===== src/shared/ppd_pkg.sv =====
// Package for the pulse programming decoder: levels, states, widths and timing
package ppd_pkg;
  localparam int unsigned CLK_HZ = 40000000;
  // Least pulse width in microseconds; low gaps have no minimum
  localparam int unsigned PULSE_MIN_US = 40;
  localparam int unsigned PULSE_MIN_CYC = (PULSE_MIN_US * (CLK_HZ / 1000000));
  localparam int unsigned CNT_W = 16;
  // Chopper and sampling rates
  localparam int unsigned CHOP_HZ = 210000;
  localparam int unsigned SAMPLE_HZ = 2 * CHOP_HZ;
  localparam int unsigned SAMPLE_HALF_CYC = CLK_HZ / (2 * SAMPLE_HZ);
  localparam int unsigned DIV_W = 8;
  // Field widths
  localparam int unsigned CODE_W = 8;
  localparam int unsigned KEY_W = 3;
  localparam logic [KEY_W-1:0] KEY_ONE = 3'h1;
  localparam logic [KEY_W-1:0] KEY_TWO = 3'h2;
  localparam logic [CODE_W-1:0] CODE_MAX_SENS = 8'hff;
  localparam logic [CODE_W-1:0] CODE_MAX_QFINE = 8'hff;
  // Two coarse bits plus the lock bit above them, so the lock fuse can be addressed
  localparam logic [CODE_W-1:0] CODE_MAX_QCOARSE = 8'h07;
  localparam logic [CODE_W-1:0] CODE_ZERO = 8'h00;
  localparam logic [CODE_W-1:0] CODE_ONE = 8'h01;
  localparam logic [KEY_W-1:0] KEY_ZERO = 3'h0;
  localparam logic [DIV_W-1:0] DIV_ZERO = 8'h00;
  localparam logic [CNT_W-1:0] CNT_ZERO = 16'h0000;
  // Coarse register lock bit position
  localparam int unsigned LOCK_BIT = 2;

  // Pin level classes from the comparators
  typedef enum logic [1:0] {
    PPD_LVL_LOW = 2'h0,
    PPD_LVL_MID = 2'h1,
    PPD_LVL_HIGH = 2'h3
  } ppd_lvl_t;

  // Sequence states, Gray coded along the path
  typedef enum logic [2:0] {
    PPD_ST_IDLE = 3'h0,
    PPD_ST_KEY1 = 3'h1,
    PPD_ST_CODE1 = 3'h3,
    PPD_ST_KEY2 = 3'h2,
    PPD_ST_CODE2 = 3'h6,
    PPD_ST_DEAD = 3'h7
  } ppd_state_t;

  // Programming modes
  typedef enum logic [1:0] {
    PPD_MODE_HOLD = 2'h0,
    PPD_MODE_TRY = 2'h1,
    PPD_MODE_BLOW = 2'h3,
    PPD_MODE_LOCK = 2'h2
  } ppd_mode_t;
endpackage


===== src/rtl/ppd_pulse_classifier.sv =====
// Pulse classifier: synchronises pin levels and emits validated pulse symbols
`timescale 1ns/100ps
`default_nettype none
module ppd_pulse_classifier (
  // Clock and reset
  input wire logic clk_i,
  input wire logic nrst_i,
  // Comparator levels from the output pin
  input wire logic mid_i,
  input wire logic high_i,
  // Symbols, one-cycle pulses at the falling edge
  output logic mid_pulse_o,
  output logic high_pulse_o
);
  typedef struct packed {
    logic [1:0] s1;
    logic [1:0] s2;
    logic [ppd_pkg::CNT_W-1:0] cnt;
    logic in_pulse;
    logic saw_high;
    logic mid_p;
    logic high_p;
  } ppd_cls_t;

  ppd_cls_t r;
  ppd_cls_t next_r;

  always_comb begin
    next_r = r;
    next_r.s1 = {high_i, mid_i};
    next_r.s2 = r.s1;
    next_r.mid_p = 1'b0;
    next_r.high_p = 1'b0;
    if (r.s2 != 2'h0) begin
      next_r.in_pulse = 1'b1;
      if (r.s2[1]) begin
        next_r.saw_high = 1'b1;
      end
      // Saturate so a long hold never wraps back under the minimum
      if (r.cnt != {ppd_pkg::CNT_W{1'b1}}) begin
        next_r.cnt = r.cnt + 16'h0001;
      end
    end else begin
      // Short glitches are dropped as noise, not reported
      if (r.in_pulse && (r.cnt >= ppd_pkg::CNT_W'(ppd_pkg::PULSE_MIN_CYC))) begin
        next_r.high_p = r.saw_high;
        next_r.mid_p = !r.saw_high;
      end
      next_r.in_pulse = 1'b0;
      next_r.saw_high = 1'b0;
      next_r.cnt = ppd_pkg::CNT_ZERO;
    end
  end

  always_ff @(posedge clk_i or negedge nrst_i) begin
    if (!nrst_i) begin
      r <= '0;
    end else begin
      r <= next_r;
    end
  end

  assign mid_pulse_o = r.mid_p;
  assign high_pulse_o = r.high_p;
endmodule
`default_nettype wire


===== src/rtl/ppd_decoder.sv =====
// One-pin programming decoder: key/code addressing, trial settings, fuses, lock
`timescale 1ns/100ps
`default_nettype none
module ppd_decoder (
  // Clock and power-on reset
  input wire logic clk_i,
  input wire logic nrst_i,
  // Pin level comparators on the analog output pin
  input wire logic analog_output_pin_mid_i,
  input wire logic analog_output_pin_high_i,
  // Mode controls
  input wire logic hold_mode_i,
  input wire logic blow_mode_i,
  // Fuse array state, read back
  input wire logic [ppd_pkg::CODE_W-1:0] fuse_sens_i,
  input wire logic [ppd_pkg::CODE_W-1:0] fuse_qfine_i,
  input wire logic [ppd_pkg::CODE_W-1:0] fuse_qcoarse_i,
  input wire logic fuse_lock_i,
  // Applied parameter codes
  output logic [ppd_pkg::CODE_W-1:0] sens_code_o,
  output logic [ppd_pkg::CODE_W-1:0] qfine_code_o,
  output logic [ppd_pkg::CODE_W-1:0] qcoarse_code_o,
  // Fuse blow request
  output logic blow_sens_o,
  output logic blow_qfine_o,
  output logic blow_qcoarse_o,
  output logic blow_lock_o,
  output logic [ppd_pkg::CODE_W-1:0] blow_bits_o,
  // Status
  output logic [1:0] mode_o,
  output logic locked_o,
  output logic disabled_o,
  // Chopper clocks
  output logic chop_clk_o,
  output logic sample_clk_o
);
  typedef struct packed {
    ppd_pkg::ppd_state_t st;
    logic [ppd_pkg::KEY_W-1:0] key;
    logic [1:0] zone;
    logic [ppd_pkg::CODE_W-1:0] code;
    logic [ppd_pkg::CODE_W-1:0] t_sens;
    logic [ppd_pkg::CODE_W-1:0] t_qfine;
    logic [ppd_pkg::CODE_W-1:0] t_qcoarse;
    logic [ppd_pkg::CODE_W-1:0] sens;
    logic [ppd_pkg::CODE_W-1:0] qfine;
    logic [ppd_pkg::CODE_W-1:0] qcoarse;
    logic b_sens;
    logic b_qfine;
    logic b_qcoarse;
    logic b_lock;
    logic [ppd_pkg::CODE_W-1:0] b_bits;
    logic [1:0] mode;
    logic locked;
    logic dead;
    logic [ppd_pkg::DIV_W-1:0] div;
    logic samp;
    logic chop;
  } ppd_dec_t;

  ppd_dec_t r;
  ppd_dec_t next_r;
  logic mid_p;
  logic high_p;
  logic [ppd_pkg::CODE_W-1:0] cmax;
  logic blk;

  ppd_pulse_classifier u_cls (
    .clk_i(clk_i),
    .nrst_i(nrst_i),
    .mid_i(analog_output_pin_mid_i),
    .high_i(analog_output_pin_high_i),
    .mid_pulse_o(mid_p),
    .high_pulse_o(high_p)
  );

  // Maximum code of the selected register
  always_comb begin
    cmax = ppd_pkg::CODE_ZERO;
    if (r.zone == 2'h1 && r.key == ppd_pkg::KEY_ONE) begin
      cmax = ppd_pkg::CODE_MAX_SENS;
    end else if (r.zone == 2'h2 && r.key == ppd_pkg::KEY_ONE) begin
      cmax = ppd_pkg::CODE_MAX_QFINE;
    end else if (r.zone == 2'h2 && r.key == ppd_pkg::KEY_TWO) begin
      cmax = ppd_pkg::CODE_MAX_QCOARSE;
    end
  end

  always_comb begin
    next_r = r;
    blk = r.dead || fuse_lock_i;
    next_r.b_sens = 1'b0;
    next_r.b_qfine = 1'b0;
    next_r.b_qcoarse = 1'b0;
    next_r.b_lock = 1'b0;
    next_r.locked = fuse_lock_i;
    next_r.mode = blow_mode_i ? ppd_pkg::PPD_MODE_BLOW : (hold_mode_i ? ppd_pkg::PPD_MODE_HOLD : ppd_pkg::PPD_MODE_TRY);
    if (!blk && (mid_p || high_p)) begin
      unique case (r.st)
        ppd_pkg::PPD_ST_IDLE: begin
          if (high_p) begin
            next_r.st = ppd_pkg::PPD_ST_KEY1;
            next_r.zone = 2'h1;
            next_r.key = ppd_pkg::KEY_ZERO;
          end else begin
            next_r.dead = 1'b1;
          end
        end
        ppd_pkg::PPD_ST_KEY1, ppd_pkg::PPD_ST_KEY2: begin
          if (mid_p) begin
            next_r.key = r.key + ppd_pkg::KEY_ONE;
          end else if (r.key != ppd_pkg::KEY_ZERO) begin
            next_r.st = (r.st == ppd_pkg::PPD_ST_KEY1) ? ppd_pkg::PPD_ST_CODE1 : ppd_pkg::PPD_ST_CODE2;
            next_r.code = ppd_pkg::CODE_ZERO;
          end else begin
            next_r.dead = 1'b1;
          end
        end
        ppd_pkg::PPD_ST_CODE1, ppd_pkg::PPD_ST_CODE2: begin
          if (mid_p) begin
            if (cmax == ppd_pkg::CODE_ZERO) begin
              next_r.dead = 1'b1;
            end else if (r.code != cmax) begin
              next_r.code = r.code + ppd_pkg::CODE_ONE;
            end
          end else if (r.st == ppd_pkg::PPD_ST_CODE1) begin
            next_r.st = ppd_pkg::PPD_ST_KEY2;
            next_r.zone = 2'h2;
            next_r.key = ppd_pkg::KEY_ZERO;
          end else if (r.mode == ppd_pkg::PPD_MODE_BLOW && r.code != ppd_pkg::CODE_ZERO) begin
            // A high pulse after the code is the blow pulse
            next_r.b_bits = r.code;
            next_r.b_sens = (r.zone == 2'h1);
            next_r.b_qfine = (r.key == ppd_pkg::KEY_ONE);
            next_r.b_qcoarse = (r.key == ppd_pkg::KEY_TWO);
            next_r.b_lock = (r.key == ppd_pkg::KEY_TWO) && r.code[ppd_pkg::LOCK_BIT];
          end else begin
            next_r.dead = 1'b1;
          end
        end
        default: begin
          next_r.dead = 1'b1;
        end
      endcase
    end
    if (next_r.dead) begin
      next_r.st = ppd_pkg::PPD_ST_DEAD;
    end
    // Zone-1 blow pulses are also accepted before leaving zone 1
    if (!blk && high_p && r.st == ppd_pkg::PPD_ST_CODE1 && r.mode == ppd_pkg::PPD_MODE_BLOW
        && r.code != ppd_pkg::CODE_ZERO) begin
      next_r.b_bits = r.code;
      next_r.b_sens = 1'b1;
    end
    // Trial values live only here, so power-up reset clears them; blown bits persist in fuses
    if (r.st == ppd_pkg::PPD_ST_CODE1) begin
      next_r.t_sens = r.code;
    end
    if (r.st == ppd_pkg::PPD_ST_CODE2) begin
      // Try mode also clears the zone-1 trial value (t_sens) while a zone-2 register is addressed
      if (r.mode == ppd_pkg::PPD_MODE_TRY) begin
        next_r.t_sens = ppd_pkg::CODE_ZERO;
      end
      if (r.key == ppd_pkg::KEY_ONE) begin
        next_r.t_qfine = r.code;
      end else if (r.key == ppd_pkg::KEY_TWO) begin
        next_r.t_qcoarse = r.code;
      end
    end
    // Hold mode keeps both zones' trial values together
    if (r.mode == ppd_pkg::PPD_MODE_HOLD) begin
      next_r.t_sens = (r.st == ppd_pkg::PPD_ST_CODE1) ? r.code : r.t_sens;
    end
    next_r.sens = fuse_sens_i | r.t_sens;
    next_r.qfine = fuse_qfine_i | r.t_qfine;
    next_r.qcoarse = fuse_qcoarse_i | r.t_qcoarse;
    // Sampling at twice the chopper rate; chopper divides it by two
    if (r.div == ppd_pkg::DIV_W'(ppd_pkg::SAMPLE_HALF_CYC - 1)) begin
      next_r.div = ppd_pkg::DIV_ZERO;
      next_r.samp = !r.samp;
      if (r.samp) begin
        next_r.chop = !r.chop;
      end
    end else begin
      next_r.div = r.div + 8'h01;
    end
  end

  always_ff @(posedge clk_i or negedge nrst_i) begin
    if (!nrst_i) begin
      r <= '0;
    end else begin
      r <= next_r;
    end
  end

  assign sens_code_o = r.sens;
  assign qfine_code_o = r.qfine;
  assign qcoarse_code_o = r.qcoarse;
  assign blow_sens_o = r.b_sens;
  assign blow_qfine_o = r.b_qfine;
  assign blow_qcoarse_o = r.b_qcoarse;
  assign blow_lock_o = r.b_lock;
  assign blow_bits_o = r.b_bits;
  assign mode_o = r.mode;
  assign locked_o = r.locked;
  assign disabled_o = r.dead;
  assign chop_clk_o = r.chop;
  assign sample_clk_o = r.samp;
endmodule
`default_nettype wire


===== config.mk =====
export PLATFORM = sky130hd
export DESIGN_NAME = ppd_decoder
export DESIGN_NICKNAME = d
export VERILOG_FILES = /design/src/shared/ppd_pkg.sv /design/src/rtl/ppd_pulse_classifier.sv /design/src/rtl/ppd_decoder.sv
export SDC_FILE = /design/constraint.sdc
export NUM_CORES = 1
export LEC_CHECK = 0
export BUFFER_PORTS_ARGS = -buffer_cell sky130_fd_sc_hd__buf_2
export CAP_MARGIN = 20
export CORE_UTILIZATION = 35
export CTS_BUF_LIST = sky130_fd_sc_hd__clkbuf_16
export DETAILED_ROUTE_END_ITERATION = 8
export GPL_TIMING_DRIVEN = 0
export SYNTH_ARGS = -nofsm -noshare
export SYNTH_HDL_FRONTEND = slang
export SYNTH_SLANG_ARGS = --single-unit

===== constraint.sdc =====
create_clock -name clk_i -period 5.15 [get_ports clk_i]
set_input_delay 1.03 -clock clk_i [delete_from_list [all_inputs] [get_ports clk_i]]
set_output_delay 1.03 -clock clk_i [all_outputs]
set_load 0.03 [all_outputs]

# ---- Word level (Yosys, flattened, before mapping)
# Index checks and enable logic that the tools add are counted.
dict set report word_totals {
  ff_bits 114
  input_bits 31
}
dict set report op_classes {
  add_sub_neg 4
  n_lt_le_gt_ge 1
  n_eq_ne 31
  mux 51
  bitwise 4
  reduce_logical 41
}
# op n
set ops {}
lappend ops {{2-to-1 mux 8 bit} 18}
lappend ops {{2-to-1 mux 12 bit} 5}
lappend ops {{2-to-1 mux 16 bit} 2}
lappend ops {{2-to-1 mux 24 bit} 1}
lappend ops {{bitwise OR 8 bit} 3}
lappend ops {{2-to-1 mux 18 bit} 1}
lappend ops {{2-to-1 mux 3 bit} 6}
lappend ops {{one-hot mux 6 bit (3 select lines)} 1}
lappend ops {{adder 16 x 1 -> 16 bit (second input constant)} 1}
lappend ops {{adder 8 x 1 -> 8 bit (second input constant)} 2}
lappend ops {{greater-or-equal comparator 16 x 11 -> 1 bit (second input constant)} 1}
lappend ops {{inequality test 16 bit (second input constant)} 1}
lappend ops {{inequality test 2 bit (second input constant)} 8}
lappend ops {{one-hot mux 8 bit (2 select lines)} 1}
lappend ops {{AND reduction 7 bit} 2}
lappend ops {{nonzero test 2 bit} 7}
lappend ops {{inequality test 3 bit (second input constant)} 4}
lappend ops {{logical AND 1 bit} 11}
lappend ops {{2-to-1 mux 1 bit} 11}
lappend ops {{inequality test 2 x 1 -> 1 bit (second input constant)} 5}
lappend ops {{AND reduction 5 bit} 2}
lappend ops {{equality test 3 x 2 -> 1 bit (second input constant)} 3}
lappend ops {{equality test 8 x 6 -> 1 bit (second input constant)} 1}
lappend ops {{zero test 8 bit} 1}
lappend ops {{22 further kinds} 34}

# ---- Depth between registers and ports, before layout
dict set report logic_depth {
  word_depth 12
  mapped_depth 8
}

# ---- Hierarchy
# From an unflattened synthesis, not the netlist that was laid out.
dict set report hier_totals {
  cells_unflattened 481
  hier_area_um2 5303.8
}
# module instances cells_each area_each_um2
set modules_own_cells {}
lappend modules_own_cells {ppd_decoder 1 367 4160.2}
lappend modules_own_cells {ppd_pulse_classifier 1 114 1143.6}

# ---- Worst setup path after synthesis
# Ideal clock, no wire load.
dict set report synth_timing {
  path_type {input port to flip-flop}
  start {input port fuse_lock_i}
  end {register r, in the netlist blow_bits_o[0]}
  setup_time_ps 125
  arrival_time_ps 2101
  required_time_ps 5025
  setup_slack_ps 2924
  cell_stages 4
  path_cell_list {nor2_1 -> nand2_1 -> nor4b_4 -> mux2_2}
}
dict set report synth_via {
  elab_chain_cells 8
  elab_cells_between_ends 14
}
# item line
set synth_rtl {}
lappend synth_rtl {{from (decl)} ppd_decoder.sv:18} ;# input wire logic fuse_lock_i,
lappend synth_rtl {{logical OR 1 bit (*)} ppd_decoder.sv:91} ;# blk = r.dead || fuse_lock_i;
lappend synth_rtl {{zero test 1 bit (*)} {ppd_decoder.sv:98, ppd_decoder.sv:150}}
lappend synth_rtl {{logical AND 1 bit (3 in a row)} ppd_decoder.sv:150} ;# if (!blk && high_p && r.st == ppd_pkg::PPD_ST_CODE1 && r.mode == ppd_pkg::PPD_MODE_BLOW
lappend synth_rtl {{logical AND 1 bit} ppd_decoder.sv:151} ;# && r.code != ppd_pkg::CODE_ZERO) begin
lappend synth_rtl {{inequality test 2 bit (no line) (tied with other cells)} n/a}
lappend synth_rtl {{AND reduction 5 bit (no line)} n/a}
lappend synth_rtl {{to (signal assigned)} ppd_decoder.sv:193} ;# r <= next_r;
lappend synth_rtl {{to (decl)} ppd_decoder.sv:61} ;# ppd_dec_t r;
# Every way passes the cells marked *; elsewhere a longest branch is shown, timed or not.
# A chain may end at the register's enable or synchronous reset.

# ---- Worst setup path after layout
dict set report layout_timing {
  start {register r[85] (netlist name)}
  end {register r[88] (netlist name)}
}
dict set report layout_via {
  elab_chain_cells 12
  elab_cells_between_ends 25
}
# item line
set layout_rtl {}
lappend layout_rtl {{equality test 3 x 2 -> 1 bit} ppd_decoder.sv:84} ;# end else if (r.zone == 2'h2 && r.key == ppd_pkg::KEY_TWO) begin
lappend layout_rtl {{logical AND 1 bit} ppd_decoder.sv:84}
lappend layout_rtl {{2-to-1 mux 3 bit} ppd_decoder.sv:84}
lappend layout_rtl {{2-to-1 mux 8 bit} ppd_decoder.sv:82} ;# end else if (r.zone == 2'h2 && r.key == ppd_pkg::KEY_ONE) begin
lappend layout_rtl {{2-to-1 mux 8 bit} ppd_decoder.sv:80} ;# if (r.zone == 2'h1 && r.key == ppd_pkg::KEY_ONE) begin
lappend layout_rtl {{zero test 8 bit} ppd_decoder.sv:121} ;# if (cmax == ppd_pkg::CODE_ZERO) begin
lappend layout_rtl {{2-to-1 mux 1 bit} ppd_decoder.sv:121}
lappend layout_rtl {{2-to-1 mux 1 bit} ppd_decoder.sv:120} ;# if (mid_p) begin
lappend layout_rtl {{one-hot mux 1 bit (3 select lines)} ppd_decoder.sv:99} ;# unique case (r.st)
lappend layout_rtl {{2-to-1 mux 1 bit} ppd_decoder.sv:98} ;# if (!blk && (mid_p || high_p)) begin
lappend layout_rtl {{inequality test 3 x 2 -> 1 bit (no line) (tied with other cells)} n/a}
lappend layout_rtl {{AND reduction 7 bit (no line)} n/a}
# Parallel ways exist; a longest one is shown, timed or not.

==> reports/summary.txt <==
status -> finished clean
pre-CTS setup slack -> 2390 ps
site row count -> 44
CP endpoint kind -> register
Vias -> 3658
CP cell instances -> inv_1, ha_1, or2b_4, o22a_1, a32o_1, o41ai_1, nand3_1
worst hold-check path type -> register to register
Reg area -> 2850 µm²
FF-to-FF setup slack -> 2790 ps
H-tree levels -> 4
clk sinks -> 114
first-pass GRT wire length -> 17100 µm
Residual DRC -> 0
WL/cell -> 13.2 µm
number of CTS-inserted buffers -> 17
Synth Area per Inst -> 10.8 µm²
number of enable flip-flop cells after synthesis -> 0
Max-Cap Viols -> 0
max_slew headroom -> 36.1%
Worst IR Drop VDD -> 0.252 mV
DR iter-0 viols -> 190
Reg clk slew, reported paths -> 50 ps
Clk Latency, worst-skew pair -> 410 ps
Pre-Repair DR Iteration Count -> 6
Critical-path top delay cell -> o41ai_1
CTS tree -> built
setup slack after layout -> 2790 ps
post_cts resized -> 0
Worst Path Class, Setup -> register to register
synth top area cells -> dfrtp_1 (55%), buf_4 (4.9%), mux2_2 (4.1%), nor2_1 (3.6%), or2_2 (2.9%)
core area -> 14500 µm²
grt ovf -> 0
multi-input logic area -> 1950 µm²
post-route minimum period -> 2360 ps
Synth Instances -> 478
fraction of layout cells with a size suffix above 1 -> 32.4%
DRT antenna net count -> 0
Post-CTS Hold Buffers -> 0
Die W -> 124 µm
synth unique cells -> 56
FILL cells -> 1378
Total GRT Usage -> 14.7%
CP max FO -> 6
period utilization -> 45.8%
startpoint type of the worst setup path -> register
FF+latch count, synth -> 114
Layout area overhead -> 24.1%
initial core utilization -> 35.7%
sequential area share after synthesis -> 55.2%
syn_nets -> 519
YS warnings -> 0
top cells by count, synth -> dfrtp_1 (114), nor2_1 (49), buf_4 (34)
Max Clk Rate -> 0.424 GHz
PwrDens -> 360 nW/µm²
io pins -> 73
Leak -> 0.00310 µW
Post-CTS Setup Inserts -> 0
Root Driver -> clkbuf_16
Max Clock Skew -> 5.22 ps
Slew Limit Fails -> 0
largest area contributor in the netlist -> dfrtp_1
Worst-Margin Slew -> 952 ps
Data required, critical path -> 5400 ps
count leader, synth -> dfrtp_1
CP peak stage delay -> 600 ps
gpl congestion -> 0.853
n_diodes -> 0
total negative slack -> 0 ps
Setup violations, final -> 0
clock buffer depth -> 2
RSZ-0062 raised after global routing -> no
largest net degree at the start of global routing -> 75
Final nets -> 611
ys flop type -> dfrtp_1
vias in the first global route -> 3628
Die Y -> 124 µm
PortBufs -> 72
dpl hpwl -> 7100 µm
crit path DAT -> 2610 ps
count of final hold-check violations -> 0
initial antenna violation count -> 0
post-synthesis cell area -> 5170 µm²
WL final -> 10100 µm
async set or reset register ratio after synthesis -> 100%
share of the synthesized area in the top cell type -> 55.2%
Via density -> 4.77
die area -> 15300 µm²
==> cells in the final DEF, fill, tap and decap left out, types with 5 or more instances in the layout <==
master	n
ha_1	10
nand3_1	15
nor3_1	14
buf_2	76
bufinv_16	5
nand2_1	32
a21oi_1	17
nor3b_1	6
and3_1	6
xor2_1	5
o21ai_0	15
buf_4	34
xnor2_1	15
dfrtp_1	114
inv_1	22
or2_2	24
clkbuf_1	6
nor2_1	49
nand2b_1	8
mux2_2	19
clkbuf_16	17
==> report_power, final <==
group | internal, µW | total, µW | switching, µW | leakage, µW
sequential | 923 | 942 | 18.9 | 0.00146
clock | 844 | 1240 | 394 | 0.000311
combinational | 54.3 | 128 | 74.1 | 0.00132
total | 1820 | 2310 | 487 | 0.00310
==> sequential cells by signal (all words and copies together) (netlist names) <==
register / count
qfine_code_o: 8
u_cls.next_r: 2
blow_qfine_o: 1
u_cls.mid_pulse_o: 1
blow_bits_o: 8
mode_o: 2
sens_code_o: 8
chop_clk_o: 1
r: 48
u_cls.high_pulse_o: 1
locked_o: 1
u_cls.r: 20
blow_qcoarse_o: 1
sample_clk_o: 1
disabled_o: 1
blow_sens_o: 1
blow_lock_o: 1
qcoarse_code_o: 8
==> metrics by stage <==
step,total power (µW),util (%),std cells,instance area (µm²),hold slack [ps]
floorplan,1030,-,478,5170,331
global placement,1080,39.8,734,5760,335
detailed placement,1090,40.0,735,5800,336
CTS,2340,44.3,767,6420,347
global route,2400,44.3,767,6420,358
finish,2310,44.3,767,6420,347
==> logic make-up (layout without fill, tap and decap cells) <==
kind of cell / after synthesis / count (layout) / share of synthesized area (%)
AO/OA/AOI/OAI: 66 / 66 / 8.47
XOR/XNOR: 20 / 20 / 3.39
adder cells (fa/ha/maj): 10 / 10 / 2.42
buffers and inverters: 64 / 169 / 7.23
flip-flops: 114 / 114 / 55.2
multiplexers: 23 / 23 / 4.91
AND/OR/NAND/NOR: 181 / 181 / 18.4
==> worst max-delay path, delay by kind of cell (launching register included) <==
kind	cells	cell delay, ps
AO/OA/AOI/OAI	3	1040
AND/OR/NAND/NOR	2	480
flip-flops	1	400
adder cells (fa/ha/maj)	1	170
buffers and inverters	1	120
==> metal layers <==
metal / vias up / GRT usage, % / share of wire (%)
li1: 1811 / - / -
met1: 1748 / 17.8 / 46
met2: 80 / 24.0 / 48
met3: 19 / 4.47 / 4.2
met4: 0 / 7.08 / 2.4
met5: - / 0 / 0
==> worst paths after layout <==
| kind | cells after the start | from | endpoint |
|---|---|---|---|
| min in group asynchronous | 1 | nrst_i | sens_code_o[3] |
| min reg2reg | 0 | u_cls.next_r[21] | u_cls.r[21] |
| max in group asynchronous | 2 | nrst_i | qfine_code_o[7] |
| max reg2reg | 7 | r[85] | r[88] |
| min | 0 | u_cls.next_r[21] | u_cls.r[21] |
| max | 7 | r[85] | r[88] |
==> layout make-up <==
| type | count | area share (%) |
|---|---|---|
| Buffer | 45 | 4.72 |
| Clock buffer | 17 | 6.63 |
| Clock inverter | 15 | 3.10 |
| Inverter | 19 | 1.11 |
| Multi-Input combinational cell | 300 | 30.3 |
| Sequential cell | 114 | 44.4 |
| Tap cell | 184 | 3.59 |
| Timing Repair Buffer | 73 | 6.14 |
(Power assumes the default switching activity.)
